File: config.mk
export PLATFORM = sky130hd
export DESIGN_NAME = smt_core
export DESIGN_NICKNAME = d
export VERILOG_FILES = /design/src/verilog/smt_pkg.sv /design/src/verilog/smt_edge.sv /design/src/verilog/smt_core.sv
export VERILOG_INCLUDE_DIRS = /design/src /design/src/verilog
export SDC_FILE = /design/constraint.sdc
export NUM_CORES = 1
export LEC_CHECK = 0
export BUFFER_PORTS_ARGS = -buffer_cell sky130_fd_sc_hd__buf_2
export CORE_MARGIN = 10
export CORE_UTILIZATION = 50
export CTS_CLUSTER_SIZE = 12
export DETAILED_ROUTE_END_ITERATION = 12
export GPL_TIMING_DRIVEN = 0
export PLACE_DENSITY = 0.69
export SYNTH_ARGS = -nofsm -noshare
export SYNTH_HDL_FRONTEND = slang
export SYNTH_HIERARCHICAL = 1
export SYNTH_SLANG_ARGS = --single-unit
export TNS_END_PERCENT = 10
File: constraint.sdc
create_clock -name mclk_i -period 3.6 [get_ports mclk_i]
set_input_delay 0.54 -clock mclk_i [delete_from_list [all_inputs] [get_ports mclk_i]]
set_output_delay 0.54 -clock mclk_i [all_outputs]
set_load 0.05 [all_outputs]
File: src/verilog/smt_cfg.svh
// Notes on behaviour
// - Duty mode: fall latches width, rise latches period.
// - Single duty acquisition clears go on rise.
// - High/low: rise starts, fall latches width, restarts.
// - High/low: next rise latches period, restarts.
// - Windowed: later window rises latch period, restart.
// - Gated window: count while input high.
// - Flight: window starts, input rise latches period.
// - Flight: second window rise before any input rise latches width.
// - Capture: window rise period, fall width.
// - Capture: only software or period match resets the counter.
// - Counter: input pulses count, window fall latches.
// - Gated counter: count while window active.
// - Windowed counter: width on fall, period later.
// - Latch updates set flags, each enabled.
// - Sync modes trigger on prescaled clock only.
// - Counter equal period sets match flag.
// - Enable low resets state, keeps registers.
// - Halt holds at period, else wraps zero.
// - Window polarity bit inverts window input.
// - Input polarity bit inverts measured input.
// - Clock polarity picks counting clock edge.
// - Prescale divides clock by 1,2,4,8.
// - Single acquisition stops; repeat keeps overwriting.
// - Mode codes timer through windowed counter.
// - Every mode rolls over at period match unless halt set.
//
// Purpose: register map and constants of the measurement timer
// Assumes: byte-wide register port
// Notes:   definitions only
`ifndef SMT_CFG_SVH
`define SMT_CFG_SVH
`define SMT_A_CTRL0    5'h00
`define SMT_A_CTRL1    5'h01
`define SMT_A_STAT     5'h02
`define SMT_A_CNT      5'h03
`define SMT_A_CPW      5'h06
`define SMT_A_CPR      5'h09
`define SMT_A_PRV      5'h0C
`define SMT_A_IFLAG    5'h0F
`define SMT_A_IEN      5'h10
`define SMT_STAT_RST   5
`define SMT_CNT_ZERO   24'h000000
`define SMT_CNT_RELOAD 24'h000001
`define SMT_PRV_RST    24'hFFFFFF
`define SMT_PS_ZERO    3'h0
`endif

File: src/verilog/smt_pkg.sv
// Purpose: types of the measurement timer
// Assumes: nothing
// Notes:   mode order follows the hardware codes
package smt_pkg;
    typedef enum logic [3:0] {
        SMT_TIMER, SMT_GATED_TIMER, SMT_DUTY, SMT_HILO, SMT_WIN_MEAS,
        SMT_GATED_WIN, SMT_FLIGHT, SMT_CAPTURE, SMT_COUNTER,
        SMT_GATED_CNT, SMT_WIN_CNT
    } smt_mode_t;
    typedef struct packed {
        logic       en;
        logic       rsv;
        logic       halt_at_match;
        logic       window_polarity;
        logic       input_polarity;
        logic       clock_polarity;
        logic [1:0] prescale_select;
    } smt_ctrl0_t;
    typedef struct packed {
        logic       acquire_go;
        logic       repeat_en;
        logic [1:0] rsv;
        smt_mode_t  mode;
    } smt_ctrl1_t;
    typedef struct packed {
        logic [4:0] rsv;
        logic       match;
        logic       period;
        logic       width;
    } smt_irq_t;
    typedef struct packed {
        logic [4:0] rsv;
        logic       running;
        logic       window_open;
        logic       acquiring;
    } smt_stat_t;
endpackage : smt_pkg

File: src/verilog/smt_edge.sv
// Purpose: polarity-corrected level and edge strobes of one input
// Assumes: input synchronous to mclk_i
// Notes:   history only advances on a sample strobe
`timescale 1ns/100ps
`default_nettype none
module smt_edge (
    input  wire logic mclk_i,    // Clock
    input  wire logic rst_n_i,   // Async reset
    input  wire logic clr_i,     // Forget history
    input  wire logic sig_i,     // Raw input
    input  wire logic pol_i,     // Invert when set
    input  wire logic smp_i,     // Sample strobe
    output var  logic level_o,   // Active level
    output var  logic rise_o,    // Active edge
    output var  logic fall_o     // Inactive edge
);
    logic prev_reg;

    assign level_o = sig_i ^ pol_i;
    assign rise_o  = smp_i & level_o & ~prev_reg;
    assign fall_o  = smp_i & ~level_o & prev_reg;

    always_ff @(posedge mclk_i or negedge rst_n_i) begin
        if (!rst_n_i) begin
            prev_reg <= 1'b0;
        end else if (clr_i) begin
            prev_reg <= 1'b0;
        end else if (smp_i) begin
            prev_reg <= level_o;
        end
    end
endmodule : smt_edge
`default_nettype wire

File: src/verilog/smt_core.sv
// Purpose: 24-bit signal measurement timer with byte register port
// Assumes: all pins synchronous to mclk_i; selected clock slower than mclk_i
// Notes:   read data valid in the cycle after the read strobe only
//
// Chosen here: the address-and-strobe port and the address map.
`timescale 1ns/100ps
`default_nettype none
`include "smt_cfg.svh"
module smt_core #(
    parameter int AW = 5,
    parameter int CW = 24
) (
    input  wire logic          mclk_i,      // 40 MHz clock
    input  wire logic          rst_n_i,     // Async reset
    input  wire logic [AW-1:0] addr_i,      // Register address
    input  wire logic [7:0]    wdata_i,     // Write data
    input  wire logic          wr_i,        // Write strobe
    input  wire logic          rd_i,        // Read strobe
    output logic      [7:0]    rdata_o,     // Read data
    input  wire logic          sel_clk_i,   // Selected measurement clock
    input  wire logic          meas_i,      // Measured input
    input  wire logic          win_i,       // Window input
    output logic               clk_req_o,   // Clock request
    output logic      [2:0]    irq_o        // Enabled flags: match,period,width
);
    // ---------------------------------------------------------------
    // Registers
    // ---------------------------------------------------------------
    smt_pkg::smt_ctrl0_t ctrl0_reg;
    smt_pkg::smt_ctrl1_t ctrl1_reg;
    smt_pkg::smt_irq_t   flag_reg;
    smt_pkg::smt_irq_t   ien_reg;
    smt_pkg::smt_irq_t   flag_next;
    smt_pkg::smt_stat_t  stat_w;
    logic [CW-1:0]       cnt_reg;
    logic [CW-1:0]       cpw_reg;
    logic [CW-1:0]       cpr_reg;
    logic [CW-1:0]       prv_reg;
    logic [7:0]          rdata_reg;
    logic                armed_reg;
    logic                armed_next;
    logic [2:0]          ps_reg;

    // Mode decode outputs
    logic                inc;
    logic                load;
    logic [CW-1:0]       ld_val;
    logic                cap_w;
    logic                cap_p;
    logic                done;
    logic                act;
    logic                async_m;
    logic                tick;
    logic                pulse;
    logic                smp;
    logic                m_lvl;
    logic                m_rise;
    logic                m_fall;
    logic                w_lvl;
    logic                w_rise;
    logic                w_fall;
    logic                c_edge;
    logic                sw_rst;
    logic                match;
    logic                en;

    // ---------------------------------------------------------------
    // Helpers
    // ---------------------------------------------------------------
    function automatic logic [CW-1:0] put_byte(input logic [CW-1:0] old,
                                               input logic [AW-1:0] ofs,
                                               input logic [7:0] d);
        logic [CW-1:0] v;
        v = old;
        case (ofs)
            5'h00:   v[7:0]   = d;
            5'h01:   v[15:8]  = d;
            5'h02:   v[23:16] = d;
            default: v = old;
        endcase
        return v;
    endfunction : put_byte

    function automatic logic [7:0] get_byte(input logic [CW-1:0] v,
                                            input logic [AW-1:0] ofs);
        logic [7:0] b;
        b = 8'h00;
        case (ofs)
            5'h00:   b = v[7:0];
            5'h01:   b = v[15:8];
            5'h02:   b = v[23:16];
            default: b = 8'h00;
        endcase
        return b;
    endfunction : get_byte

    function automatic logic in_word(input logic [AW-1:0] a,
                                     input logic [AW-1:0] base);
        return (a >= base) && (a < base + 5'h03);
    endfunction : in_word

    function automatic logic [2:0] ps_mask(input logic [1:0] ps);
        return 3'((4'h1 << ps) - 4'h1);
    endfunction : ps_mask

    // ---------------------------------------------------------------
    // Input conditioning
    // ---------------------------------------------------------------
    assign en        = ctrl0_reg.en;
    assign clk_req_o = en;
    assign async_m   = ctrl1_reg.mode >= smt_pkg::SMT_COUNTER;
    assign act       = en & ctrl1_reg.acquire_go;

    // Chosen clock edge after polarity
    smt_edge u_clk (
        .mclk_i  (mclk_i),
        .rst_n_i (rst_n_i),
        .clr_i   (~en),
        .sig_i   (sel_clk_i),
        .pol_i   (ctrl0_reg.clock_polarity),
        .smp_i   (1'b1),
        .level_o (),
        .rise_o  (c_edge),
        .fall_o  ()
    );

    always_ff @(posedge mclk_i or negedge rst_n_i) begin
        if (!rst_n_i) begin
            ps_reg <= `SMT_PS_ZERO;
        end else if (!en) begin
            ps_reg <= `SMT_PS_ZERO;
        end else if (c_edge) begin
            ps_reg <= (ps_reg == ps_mask(ctrl0_reg.prescale_select))
                      ? `SMT_PS_ZERO : ps_reg + 3'h1;
        end
    end

    assign tick = c_edge & (ps_reg == ps_mask(ctrl0_reg.prescale_select));
    // Sync modes see inputs only on the prescaled clock
    assign smp   = async_m ? 1'b1 : tick;
    assign pulse = async_m ? m_rise : tick;

    smt_edge u_meas (
        .mclk_i  (mclk_i),
        .rst_n_i (rst_n_i),
        .clr_i   (~en),
        .sig_i   (meas_i),
        .pol_i   (ctrl0_reg.input_polarity),
        .smp_i   (smp),
        .level_o (m_lvl),
        .rise_o  (m_rise),
        .fall_o  (m_fall)
    );

    smt_edge u_win (
        .mclk_i  (mclk_i),
        .rst_n_i (rst_n_i),
        .clr_i   (~en),
        .sig_i   (win_i),
        .pol_i   (ctrl0_reg.window_polarity),
        .smp_i   (smp),
        .level_o (w_lvl),
        .rise_o  (w_rise),
        .fall_o  (w_fall)
    );

    // ---------------------------------------------------------------
    // Mode decode
    // ---------------------------------------------------------------
    always_comb begin
        inc        = 1'b0;
        load       = 1'b0;
        ld_val     = `SMT_CNT_ZERO;
        cap_w      = 1'b0;
        cap_p      = 1'b0;
        done       = 1'b0;
        armed_next = armed_reg;
        case (ctrl1_reg.mode)
            smt_pkg::SMT_TIMER: begin
                inc = pulse;
            end
            smt_pkg::SMT_GATED_TIMER: begin
                inc   = pulse & m_lvl;
                cap_w = m_fall;
                done  = m_fall;
            end
            smt_pkg::SMT_DUTY: begin
                inc   = pulse;
                cap_w = m_fall;
                if (m_rise) begin
                    cap_p  = 1'b1;
                    load   = 1'b1;
                    ld_val = `SMT_CNT_RELOAD;
                    done   = 1'b1;
                end
            end
            smt_pkg::SMT_HILO: begin
                inc = pulse & armed_reg;
                if (m_fall && armed_reg) begin
                    cap_w = 1'b1;
                    load  = 1'b1;
                end
                if (m_rise) begin
                    cap_p      = armed_reg;
                    done       = armed_reg;
                    load       = 1'b1;
                    armed_next = 1'b1;
                end
            end
            smt_pkg::SMT_WIN_MEAS, smt_pkg::SMT_GATED_WIN: begin
                inc = pulse & armed_reg;
                if (ctrl1_reg.mode == smt_pkg::SMT_GATED_WIN) begin
                    inc = pulse & armed_reg & m_lvl;
                end
                if (w_rise) begin
                    cap_p      = armed_reg;
                    done       = armed_reg;
                    load       = 1'b1;
                    armed_next = 1'b1;
                end
            end
            smt_pkg::SMT_FLIGHT: begin
                inc = pulse & armed_reg;
                if (w_rise) begin
                    cap_w      = armed_reg;
                    load       = 1'b1;
                    armed_next = 1'b1;
                end else if (m_rise && armed_reg) begin
                    cap_p      = 1'b1;
                    load       = 1'b1;
                    done       = 1'b1;
                    armed_next = 1'b0;
                end
            end
            smt_pkg::SMT_CAPTURE: begin
                inc   = pulse;
                cap_p = w_rise;
                cap_w = w_fall;
                done  = w_rise;
            end
            smt_pkg::SMT_COUNTER: begin
                inc   = pulse;
                cap_w = w_fall;
                done  = w_fall;
            end
            smt_pkg::SMT_GATED_CNT: begin
                inc = pulse & w_lvl & armed_reg;
                if (w_rise) begin
                    armed_next = 1'b1;
                end
                if (w_fall) begin
                    cap_w      = 1'b1;
                    done       = 1'b1;
                    armed_next = 1'b0;
                end
            end
            smt_pkg::SMT_WIN_CNT: begin
                inc   = pulse & armed_reg;
                cap_w = w_fall & armed_reg;
                if (w_rise) begin
                    cap_p      = armed_reg;
                    done       = armed_reg;
                    armed_next = 1'b1;
                end
            end
            default: begin
                inc = 1'b0;
            end
        endcase
    end

    assign match  = act & inc & ~load & (cnt_reg == prv_reg);
    assign sw_rst = wr_i & (addr_i == `SMT_A_STAT) & wdata_i[`SMT_STAT_RST];

    // ---------------------------------------------------------------
    // Acquisition state
    // ---------------------------------------------------------------
    always_ff @(posedge mclk_i or negedge rst_n_i) begin
        if (!rst_n_i) begin
            armed_reg <= 1'b0;
        end else if (!act) begin
            armed_reg <= 1'b0;
        end else begin
            armed_reg <= armed_next;
        end
    end

    // ---------------------------------------------------------------
    // Counter
    // ---------------------------------------------------------------
    always_ff @(posedge mclk_i or negedge rst_n_i) begin
        if (!rst_n_i) begin
            cnt_reg <= `SMT_CNT_ZERO;
        end else if (sw_rst) begin
            cnt_reg <= `SMT_CNT_ZERO;
        end else if (wr_i && in_word(addr_i, `SMT_A_CNT)) begin
            cnt_reg <= put_byte(cnt_reg, addr_i - `SMT_A_CNT, wdata_i);
        end else if (act && load) begin
            cnt_reg <= ld_val;
        end else if (match) begin
            cnt_reg <= ctrl0_reg.halt_at_match
                       ? prv_reg : `SMT_CNT_ZERO;
        end else if (act && inc) begin
            cnt_reg <= cnt_reg + 24'h000001;
        end
    end

    // ---------------------------------------------------------------
    // Latches and period value
    // ---------------------------------------------------------------
    always_ff @(posedge mclk_i or negedge rst_n_i) begin
        if (!rst_n_i) begin
            cpw_reg <= `SMT_CNT_ZERO;
            cpr_reg <= `SMT_CNT_ZERO;
        end else begin
            if (act && cap_w) begin
                cpw_reg <= cnt_reg;
            end
            if (act && cap_p) begin
                cpr_reg <= cnt_reg;
            end
        end
    end

    always_ff @(posedge mclk_i or negedge rst_n_i) begin
        if (!rst_n_i) begin
            prv_reg <= `SMT_PRV_RST;
        end else if (wr_i && in_word(addr_i, `SMT_A_PRV)) begin
            prv_reg <= put_byte(prv_reg, addr_i - `SMT_A_PRV, wdata_i);
        end
    end

    // ---------------------------------------------------------------
    // Control
    // ---------------------------------------------------------------
    always_ff @(posedge mclk_i or negedge rst_n_i) begin
        if (!rst_n_i) begin
            ctrl0_reg <= '0;
        end else if (wr_i && addr_i == `SMT_A_CTRL0) begin
            ctrl0_reg     <= smt_pkg::smt_ctrl0_t'(wdata_i);
            ctrl0_reg.rsv <= 1'b0;
        end
    end

    // Software write wins over the hardware clear of go
    always_ff @(posedge mclk_i or negedge rst_n_i) begin
        if (!rst_n_i) begin
            ctrl1_reg <= '0;
        end else if (wr_i && addr_i == `SMT_A_CTRL1) begin
            ctrl1_reg     <= smt_pkg::smt_ctrl1_t'(wdata_i);
            ctrl1_reg.rsv <= 2'h0;
        end else if (act && done && !ctrl1_reg.repeat_en) begin
            ctrl1_reg.acquire_go <= 1'b0;
        end
    end

    // ---------------------------------------------------------------
    // Flags: write one to clear, a new event wins
    // ---------------------------------------------------------------
    always_comb begin
        flag_next = flag_reg;
        if (wr_i && addr_i == `SMT_A_IFLAG) begin
            flag_next = flag_reg & ~smt_pkg::smt_irq_t'(wdata_i);
        end
        flag_next.width  = flag_next.width | (act & cap_w);
        flag_next.period = flag_next.period | (act & cap_p);
        flag_next.match  = flag_next.match | match;
        flag_next.rsv    = 5'h00;
    end

    always_ff @(posedge mclk_i or negedge rst_n_i) begin
        if (!rst_n_i) begin
            flag_reg <= '0;
        end else begin
            flag_reg <= flag_next;
        end
    end

    always_ff @(posedge mclk_i or negedge rst_n_i) begin
        if (!rst_n_i) begin
            ien_reg <= '0;
        end else if (wr_i && addr_i == `SMT_A_IEN) begin
            ien_reg     <= smt_pkg::smt_irq_t'(wdata_i);
            ien_reg.rsv <= 5'h00;
        end
    end

    assign irq_o = {flag_reg.match & ien_reg.match,
                    flag_reg.period & ien_reg.period,
                    flag_reg.width & ien_reg.width};

    // ---------------------------------------------------------------
    // Read port
    // ---------------------------------------------------------------
    always_comb begin
        stat_w             = '0;
        stat_w.running     = act;
        stat_w.window_open = en & w_lvl;
        stat_w.acquiring   = en & m_lvl;
    end

    always_ff @(posedge mclk_i or negedge rst_n_i) begin
        if (!rst_n_i) begin
            rdata_reg <= 8'h00;
        end else if (!rd_i) begin
            rdata_reg <= 8'h00;
        end else if (in_word(addr_i, `SMT_A_CNT)) begin
            rdata_reg <= get_byte(cnt_reg, addr_i - `SMT_A_CNT);
        end else if (in_word(addr_i, `SMT_A_CPW)) begin
            rdata_reg <= get_byte(cpw_reg, addr_i - `SMT_A_CPW);
        end else if (in_word(addr_i, `SMT_A_CPR)) begin
            rdata_reg <= get_byte(cpr_reg, addr_i - `SMT_A_CPR);
        end else if (in_word(addr_i, `SMT_A_PRV)) begin
            rdata_reg <= get_byte(prv_reg, addr_i - `SMT_A_PRV);
        end else begin
            case (addr_i)
                `SMT_A_CTRL0: rdata_reg <= ctrl0_reg;
                `SMT_A_CTRL1: rdata_reg <= ctrl1_reg;
                `SMT_A_STAT:  rdata_reg <= stat_w;
                `SMT_A_IFLAG: rdata_reg <= flag_reg;
                `SMT_A_IEN:   rdata_reg <= ien_reg;
                default:      rdata_reg <= 8'h00;
            endcase
        end
    end

    assign rdata_o = rdata_reg;
endmodule : smt_core
`default_nettype wire

Yosys cells after proc, flatten, opt, wreduce, memory -nomap -nowiden
Cells that the tools add are included.
W data, S select, Z words.

storage, ports and cells
  register bits after elaboration = 130
  input bits = 20
  output and inout bits = 12
  word-level logic and storage cells = 218

cells by class
  add/sub/neg operators = 7
  magnitude comparators = 9
  equality and inequality tests = 32
  shift-type cells = 1
  muxes and demuxes = 57
  bitwise gates (word level) = 43
  reduce and logical (&&, ||, !) cells = 40

operators with widths
  kind                     number
  $mux W24                 6
  $pmux W8 S3              4
  $mux W8                  8
  $pmux W8 S5              1
  $and A1 B1 Y1            29
  $mux W1                  28
  $eq A5 B1 Y1 const B     5
  $eq A5 B2 Y1 const B     5
  $logic_not A5 Y1         5
  $add A24 B1 Y24 const B  1
  $eq A24 B24 Y1           1
  $logic_and A1 B1 Y1      18
  $eq A4 B3 Y1 const B     4
  $lt A5 B4 Y1 const B     3
  $eq A4 B4 Y1 const B     3
  $mux W3                  4
  $reduce_and A2 Y1        6
  $ge A5 B4 Y1 const B     2
  $pmux W1 S5              2
  $sub A5 B4 Y5 const B    2
  $ne A3 B2 Y1 const B     3
  $eq A4 B2 Y1 const B     2
  $pmux W1 S4              2
  $pmux W1 S8              1
  other kinds (31)         44

Longest topological paths before layout
Gate-level depths: netlist (run 1).

  depth in word-level cells = 19
  gate-level depth with buffers = 15
  depth with buffers taken out = 13

Hierarchy
Netlist (run 1), hierarchy kept.

modules (own cells, without submodules)
  module    times used  cells an instance  area an instance (um2)  seq. area each (um2)
  smt_core  1           778                7,820.0                 3,208.1
  smt_edge  3           7                  63.8                    25.0

Least setup slack after synthesis (run 1)
No wires, ideal clock.

  path kind = input port to flip-flop
  from = input port sel_clk_i
  to = register cpr_reg[22]
  setup time = 0.125 ns
  arrival time = 3.682 ns
  data required time = 3.475 ns
  path slack = -0.207 ns
  stages = 13
  path buffers = 2
  path through = xnor2_1 -> nor3b_1 -> inv_1 -> o21bai_1 -> nor3b_1 -> nand2_1 -> or4_4 -> o22ai_1 -> a21oi_1 -> or4b_1 -> buf_4 -> buf_6 -> mux2_4

between the ends
  longest elaborated chain between the ends = 11
  elaborated cells on any way between the ends = 16
  those cells by class = mux (7); bitwise (7); reduce/logical (2)

RTL lines
  what                            RTL line         source
  start: declaration              smt_core.sv:20   input wire logic sel_clk_i,
  $xor A1 B1 Y1 (*)               smt_edge.sv:19   assign level_o = sig_i ^ pol_i;
  $and A1 B1 Y1 (*)               smt_edge.sv:20   assign rise_o = smp_i & level_o & ~prev_reg;
  net c_edge                      smt_core.sv:62   logic c_edge;
  $and A1 B1 Y1 (*)               smt_core.sv:138  assign tick = c_edge & (ps_reg == ps_mask(ctrl0_reg.prescale_select));
  $mux W1 (*)                     smt_core.sv:140  assign smp = async_m ? 1'b1 : tick;
  net smp                         smt_core.sv:55   logic smp;
  $and A1 B1 Y1 (*) (2 in a row)  smt_edge.sv:20
  net m_rise                      smt_core.sv:57   logic m_rise;
  $logic_and A1 B1 Y1             smt_core.sv:228  end else if (m_rise && armed_reg) begin
  $mux W1                         smt_core.sv:228
  $mux W1                         smt_core.sv:224  if (w_rise) begin
  $pmux W1 S5 (*)                 smt_core.sv:178  case (ctrl1_reg.mode)
  $logic_and A1 B1 Y1 (*)         smt_core.sv:319  if (act && cap_p) begin
  end signal: assignment          smt_core.sv:314  cpr_reg <= `SMT_CNT_ZERO;
  end signal: assignment          smt_core.sv:320  cpr_reg <= cnt_reg;
  end: declaration                smt_core.sv:37   logic [CW-1:0] cpr_reg;

Mark *: on every way through the listed nets, which the timed path passes. The rest lies on a longest branch.
A chain may end at the register's enable or synchronous reset.

Worst setup path in the final report (run 1)
  from = register ps_reg[1]
  to = register cpr_reg[22]

between the ends
  longest elaborated chain between the ends = 10
  elaborated cells on any way between the ends = 15
  those cells by class = eq/ne (1); mux (7); bitwise (5); reduce/logical (2)

RTL lines
  what                            RTL line         source
  start: declaration              smt_core.sv:42   logic [2:0] ps_reg;
  start signal: assignment        smt_core.sv:129  ps_reg <= `SMT_PS_ZERO;
  start signal: assignment        smt_core.sv:131  ps_reg <= `SMT_PS_ZERO;
  start signal: assignment        smt_core.sv:133  ps_reg <= (ps_reg == ps_mask(ctrl0_reg.prescale_select))
  $eq A3 B3 Y1 (*)                smt_core.sv:138
  $and A1 B1 Y1 (*)               smt_core.sv:138
  $mux W1 (*)                     smt_core.sv:140
  net smp                         smt_core.sv:55
  $and A1 B1 Y1 (*) (2 in a row)  smt_edge.sv:20
  net m_rise                      smt_core.sv:57
  $logic_and A1 B1 Y1             smt_core.sv:228
  $mux W1                         smt_core.sv:228
  $mux W1                         smt_core.sv:224
  $pmux W1 S5 (*)                 smt_core.sv:178
  $logic_and A1 B1 Y1 (*)         smt_core.sv:319

Marks and branches as above.

==> results.sh, run 1 <==
export IMPL_wirelength_um=27100
export IMPL_avgRoutedWirePerCell_um=24.88
export IMPL_hold_viol=0
export IMPL_required_ps=3910
export IMPL_drt_iter0_drc=1014
export IMPL_finalPower_mw=4.976
export IMPL_slowest_stage="or4_4"
export IMPL_cts_hold_buf=0
export IMPL_clockBufferDepth=2
export IMPL_clkSlewWorstSetupHoldPaths_ps=60
export IMPL_avgSynthCellArea_um2=10.04
export IMPL_syn_area_um2=8000
export IMPL_timing_hold_ws_ps=105.1
export IMPL_dp_hpwl_um=18780
export IMPL_dieArea_um2=21460
export IMPL_ff2ff_setup_slack_ps=40
export IMPL_hp_class="input port to async pin"
export IMPL_endpoint_kind="flop"
export IMPL_critPathBufInv=2
export IMPL_antenna_found_initial=1
export IMPL_root_buffer="clkbuf_16"
export IMPL_critPathKind="flop to flop"
export IMPL_ir_worst_vdd_mv=0.5873
export IMPL_slew_violations=0
export IMPL_path_delay_family="simple AND/OR/NAND/NOR gates"
export IMPL_drv_cap=0
export IMPL_r2r_start="ps_reg[1]$_DFFE_PN0P_"
export IMPL_cpPeakStageDelay_ps=520
export IMPL_yosys_warnings=6
export IMPL_cts_num_sinks=130
export IMPL_dr_pass1_iters=5
export IMPL_cp_max_fo=10
export IMPL_die_h_um=146.5
export IMPL_clock_fmax_mhz=281.1
export IMPL_p_leak_nw=4.139
export IMPL_grt_pass1_wl_um=41000
export IMPL_synthCells=797
export IMPL_finalNetCount=887
export IMPL_tns_ps=0
export IMPL_drive_gt1_frac=0.3081
export IMPL_skew_ps=7.643
export IMPL_setup_viol=0
export IMPL_cts_max_level=4
export IMPL_status="finished, final reports clean"
export IMPL_synthToLayoutAreaGrowth_pct=17.08
export IMPL_cts_made_buffers=17
export IMPL_grt_pass1_vias=6857
export IMPL_rsz0062_at_grt="true"
export IMPL_drtAntennaViolNets=0
export IMPL_period_minus_slack_ps=3558
export IMPL_via_per_inst=6.449
export IMPL_initial_core_util=0.5073
export IMPL_maxSlewHeadroom=0.3006
export IMPL_core_um2=15770
export IMPL_gr_total_overflow=0
export IMPL_fin_crit_sh=0.9882
export IMPL_dp_cells=1044
export IMPL_worst_pin_slew_ps=1040
export IMPL_cp_arrival_ps=3870
export IMPL_start_kind="flop"
export IMPL_routabilityCongestion=0.9812
export IMPL_r2r_end="cpr_reg[22]$_DFFE_PN0P_"
export IMPL_grt_use_total=0.2464
export IMPL_powerDensity_nw_per_um2=531.3
export IMPL_rr_worst_depth=13
export IMPL_path_cells="nor4b_4 > a311o_1 > a21boi_4 > o21bai_4 > nor3b_4 > nand2_1 > or4_4 > o22ai_2 > a21oi_1 > or4b_4 > buf_6 > buf_6 > mux2_4"
export IMPL_die_x_um=146.5
export IMPL_cts_tree="built"
export IMPL_io_buffers=28
export IMPL_vias=7023
export IMPL_grt_max_degree=70
export IMPL_fp_row_count=46
export IMPL_final_util=0.5939
export IMPL_drc=0
export IMPL_finalNonFillerCells=1089
export IMPL_antenna_cells=0
export IMPL_clk_latency_ps=430
export IMPL_crit_top_cell="buf_6"
export IMPL_pin_count=32
[per-layer routing]
metal | track usage | part of all wire
met4 | 0.1046 | 0.038
met3 | 0.07324 | 0.10
met1 | 0.3300 | 0.42
met5 | 0 | 0
met2 | 0.3615 | 0.43
[stage by stage]
stage / setup slack [ps] / instance area [µm²]
after floorplan: 33.57 / 8021
after detailed placement: -828.1 / 8466
final: 42.46 / 9366
after CTS: 1.661 / 9155
after global placement: -780.7 / 8432
after global routing: -91.07 / 9366
[final cells by class]
cell class	count	area, µm²
plain buffers	65	354.1
clock buffers	19	452.9
well taps	216	270.3
inverters	15	56.30
flip-flops and latches	130	3289
fillers	1357	6404
clock inverters	12	155.1
multi-input cells	588	4472
repair buffers	44	316.6
[how the worst max path moves through the flow]
stage	cells past startpoint	endpoint	startpoint	slack [ps]
6_report	13	cpr_reg[22]$_DFFE_PN0P_	ps_reg[1]$_DFFE_PN0P_	40
3_3_place_gp	12	cpw_reg[23]$_DFFE_PN0P_	sel_clk_i	-780
4_1_cts	15	cnt_reg[23]$_DFFE_PN0P_	ctrl0_reg[1]$_DFFE_PN0P_	2
3_5_place_dp	12	cpw_reg[21]$_DFFE_PN0P_	sel_clk_i	-830
5_1_grt	15	cnt_reg[11]$_DFFE_PN0P_	ps_reg[1]$_DFFE_PN0P_	-90
2_1_floorplan	13	cpr_reg[22]$_DFFE_PN0P_	sel_clk_i	30
[what timing repair did]
| item | CTS | global route |
|---|---|---|
| cloned | 0 | 1 |
| resized for setup | 12 | 30 |
| setup endpoints to repair | 74 | 51 |
| pin swaps | 2 | 20 |
| buffers inserted | 4 | 10 |
[layout by cell type, fill, tap and decap left out, types with 11 or more instances in the layout]
master	count
mux2_2	94
nand4_1	15
inv_1	13
o21ai_0	31
a22oi_1	22
buf_2	47
a211oi_1	11
nor2_1	48
xnor2_1	19
clkbuf_16	18
buf_4	16
xor2_1	28
a22o_1	13
nand3_1	22
and3_1	11
nand2_1	58
a21oi_1	28
nor3_1	13
dfstp_2	24
clkbuf_1	28
a221o_1	15
mux2i_1	20
dfrtp_1	101
[worst register-to-register path: cells and delay by family (launching register included)]
| kind | cells | cell delay (ps) |
|---|---|---|
| buf+inv | 2 | 340 |
| flops | 1 | 460 |
| mux | 1 | 290 |
| simple gates | 5 | 1620 |
| compound gates | 5 | 750 |
[power by group]
| group | internal (mW) | switching [mW] |
|---|---|---|
| logic | 0.502 | 0.787 |
| clock network | 1.12 | 0.668 |
| registers | 1.67 | 0.224 |
Note: power is estimated with default switching activity, not from simulation.
==> run 2: changes to the inputs <==
--- a/config.mk
+++ b/config.mk
@@ -8,11 +8,11 @@
 export LEC_CHECK = 0
 export BUFFER_PORTS_ARGS = -buffer_cell sky130_fd_sc_hd__buf_2
 export CORE_MARGIN = 10
-export CORE_UTILIZATION = 50
-export CTS_CLUSTER_SIZE = 12
+export CORE_UTILIZATION = 54
+export CTS_CLUSTER_SIZE = 10
 export DETAILED_ROUTE_END_ITERATION = 12
 export GPL_TIMING_DRIVEN = 0
-export PLACE_DENSITY = 0.69
+export PLACE_DENSITY = 0.74
 export SYNTH_ARGS = -nofsm -noshare
 export SYNTH_HDL_FRONTEND = slang
 export SYNTH_HIERARCHICAL = 1
==> run 2 against run 1 <==
The run now ends with negative setup slack left. Sequential share of layout area increased by 0.65 points. Sequential power about the same. Critical path type unchanged. Critical endpoint is now cnt_reg[12]$_DFFE_PN0P_. Final cell count decreased by 3.2%. Largest power group unchanged. Combinational power about the same. Die area decreased by 6.4%. Worst setup slack got worse by 69 ps.
==> results.sh, run 2 (synthesis results as in run 1) <==
export IMPL_maxSlewHeadroom=0.3028
export IMPL_antenna_found_initial=0
export IMPL_initial_core_util=0.5504
export IMPL_period_minus_slack_ps=3627
export IMPL_grt_max_degree=67
export IMPL_pin_count=32
export IMPL_clock_power_share=0.332
export IMPL_cts_made_buffers=17
export IMPL_grt_pass1_wl_um=41260
export IMPL_required_ps=3920
export IMPL_swShare=0.3543
export IMPL_drc=0
export IMPL_skew_ps=7.386
export IMPL_finalNetCount=884
export IMPL_ir_worst_vdd_mv=0.3758
export IMPL_drv_cap=0
export IMPL_placed_area_um2=8426
export IMPL_grt_pass1_vias=6824
export IMPL_drive_gt1_frac=0.2989
export IMPL_cts_tree="built"
export IMPL_hp_class="input port to async pin"
export IMPL_cts_num_sinks=130
export IMPL_path_delay_family="simple AND/OR/NAND/NOR gates"
export IMPL_drt_iter0_drc=811
export IMPL_drtAntennaViolNets=0
export IMPL_design_area_um2=9190
export IMPL_setup_viol=3
export IMPL_slowest_stage="or4_4"
export IMPL_p_leak_nw=4.067
export IMPL_fin_ws_ps=-26.67
export IMPL_rsz0062_at_grt="true"
export IMPL_powerDensity_nw_per_um2=518.2
export IMPL_worst_pin_slew_ps=1037
export IMPL_multi_input_area_um2=4452
export IMPL_tns_ps=-71.41
export IMPL_status="finished with violations"
export IMPL_root_buffer="clkbuf_16"
export IMPL_dp_cells=1012
export IMPL_p_int_mw=3.075
export IMPL_finalNonFillerCells=1054
export IMPL_dp_hpwl_um=19330
export IMPL_dr_pass1_iters=6
export IMPL_endpoint_kind="flop"
export IMPL_vias=7120
export IMPL_wirelength_um=27430
export IMPL_final_common_cell="dfrtp_1"
export IMPL_timing_hold_ws_ps=104.6
export IMPL_start_kind="flop"
export IMPL_clockBufferDepth=2
export IMPL_hold_viol=0
export IMPL_fin_crit_sh=1.007
export IMPL_critPathBufInv=2
export IMPL_clkSlewWorstSetupHoldPaths_ps=60
export IMPL_dieArea_um2=20080
export IMPL_seq_power_share=0.398
export IMPL_antenna_cells=0
export IMPL_dp_slack_ps=-781.9
export IMPL_clk_latency_ps=430
export IMPL_slew_violations=0
export IMPL_die_h_um=141.7
export IMPL_routabilityCongestion=1.016
export IMPL_combPwrFrac=0.270
export IMPL_cp_arrival_ps=3940
export IMPL_io_buffers=28
export IMPL_core_um2=14530
export IMPL_cp_max_fo=8
export IMPL_die_x_um=141.7
export IMPL_p_switching_mw=1.688
export IMPL_path_cells="buf_4 > nor3_1 > nand2_1 > a21boi_4 > o21bai_4 > nor3b_4 > nand2_1 > or4_4 > o211ai_4 > or4_4 > o21ba_4 > and3_4 > buf_8 > a221o_1 > a22o_1"
export IMPL_synthToLayoutAreaGrowth_pct=14.87
export IMPL_cts_max_level=4
export IMPL_seqCellArea_um2=3287
export IMPL_n_fill_cell=1191
export IMPL_cts_hold_buf=0
export IMPL_critPathKind="flop to flop"
export IMPL_gr_total_overflow=0
export IMPL_final_cell_mix="dfrtp_1 (103), mux2_2 (94), nand2_1 (58)"
export IMPL_grt_use_total=0.2695
export IMPL_avgRoutedWirePerCell_um=26.03
export IMPL_cpPeakStageDelay_ps=460
export IMPL_via_per_inst=6.755
export IMPL_fp_row_count=44
export IMPL_violations="negative setup slack"
export IMPL_clock_fmax_mhz=275.7
## run 2: layout make-up
class                           count  share of cell area
Inverter                           15            0.006127
Buffer                             65             0.03867
Timing Repair Buffer               41             0.03063
Clock buffer                       19             0.04820
Tap cell                          184             0.02505
Clock inverter                     12            0.009258
Multi-Input combinational cell    588              0.4844
Sequential cell                   130              0.3577
## run 2: per-stage QoR
stage               power [mW]  utilization
global route             4.939       0.6323
floorplan                2.629            -
detailed placement       3.075       0.5797
global placement         3.043       0.5774
finish                   4.762       0.6323
CTS                      4.705       0.6261
## run 2: routing by layer
layer  vias up  routed length, µm  global-route usage
met1      3553              11500              0.3544
met4         0               1178              0.1178
met5         -                  0                   0
li1       3062                  -                   -
met3        85               2338             0.05908
met2       420              12420              0.4173
## run 2: worst paths after layout
check,start,endpoint,slack [ps],cells past startpoint
max in group asynchronous,rst_n_i,cnt_reg[13]$_DFFE_PN0P_,2770,2
min in group mclk_i,rd_i,rdata_o[2]$_DFF_PN0_,420,2
max reg2reg,ps_reg[1]$_DFFE_PN0P_,cnt_reg[12]$_DFFE_PN0P_,-30,15
max,ps_reg[1]$_DFFE_PN0P_,cnt_reg[12]$_DFFE_PN0P_,-30,15
min reg2reg,cpr_reg[5]$_DFFE_PN0P_,cpr_reg[5]$_DFFE_PN0P_,490,2
min,rst_n_i,ctrl0_reg[3]$_DFFE_PN0P_,100,1
## run 2: what timing repair did
item	in CTS	in global routing
setup buffers	9	2
gates cloned	0	1
setup endpoints to repair	76	43
resized for setup	20	17
pin swaps	4	7
## run 2: power groups by stage
stage          Sequential (mW)  Combinational [mW]  Clock, mW
2_1_floorplan             1.82               0.810          0
3_5_place_dp              1.90                1.17          0
5_1_grt                   1.91                1.38       1.65
3_3_place_gp              1.90                1.14          0
6_report                  1.90                1.29       1.58
4_1_cts                   1.88                1.24       1.59
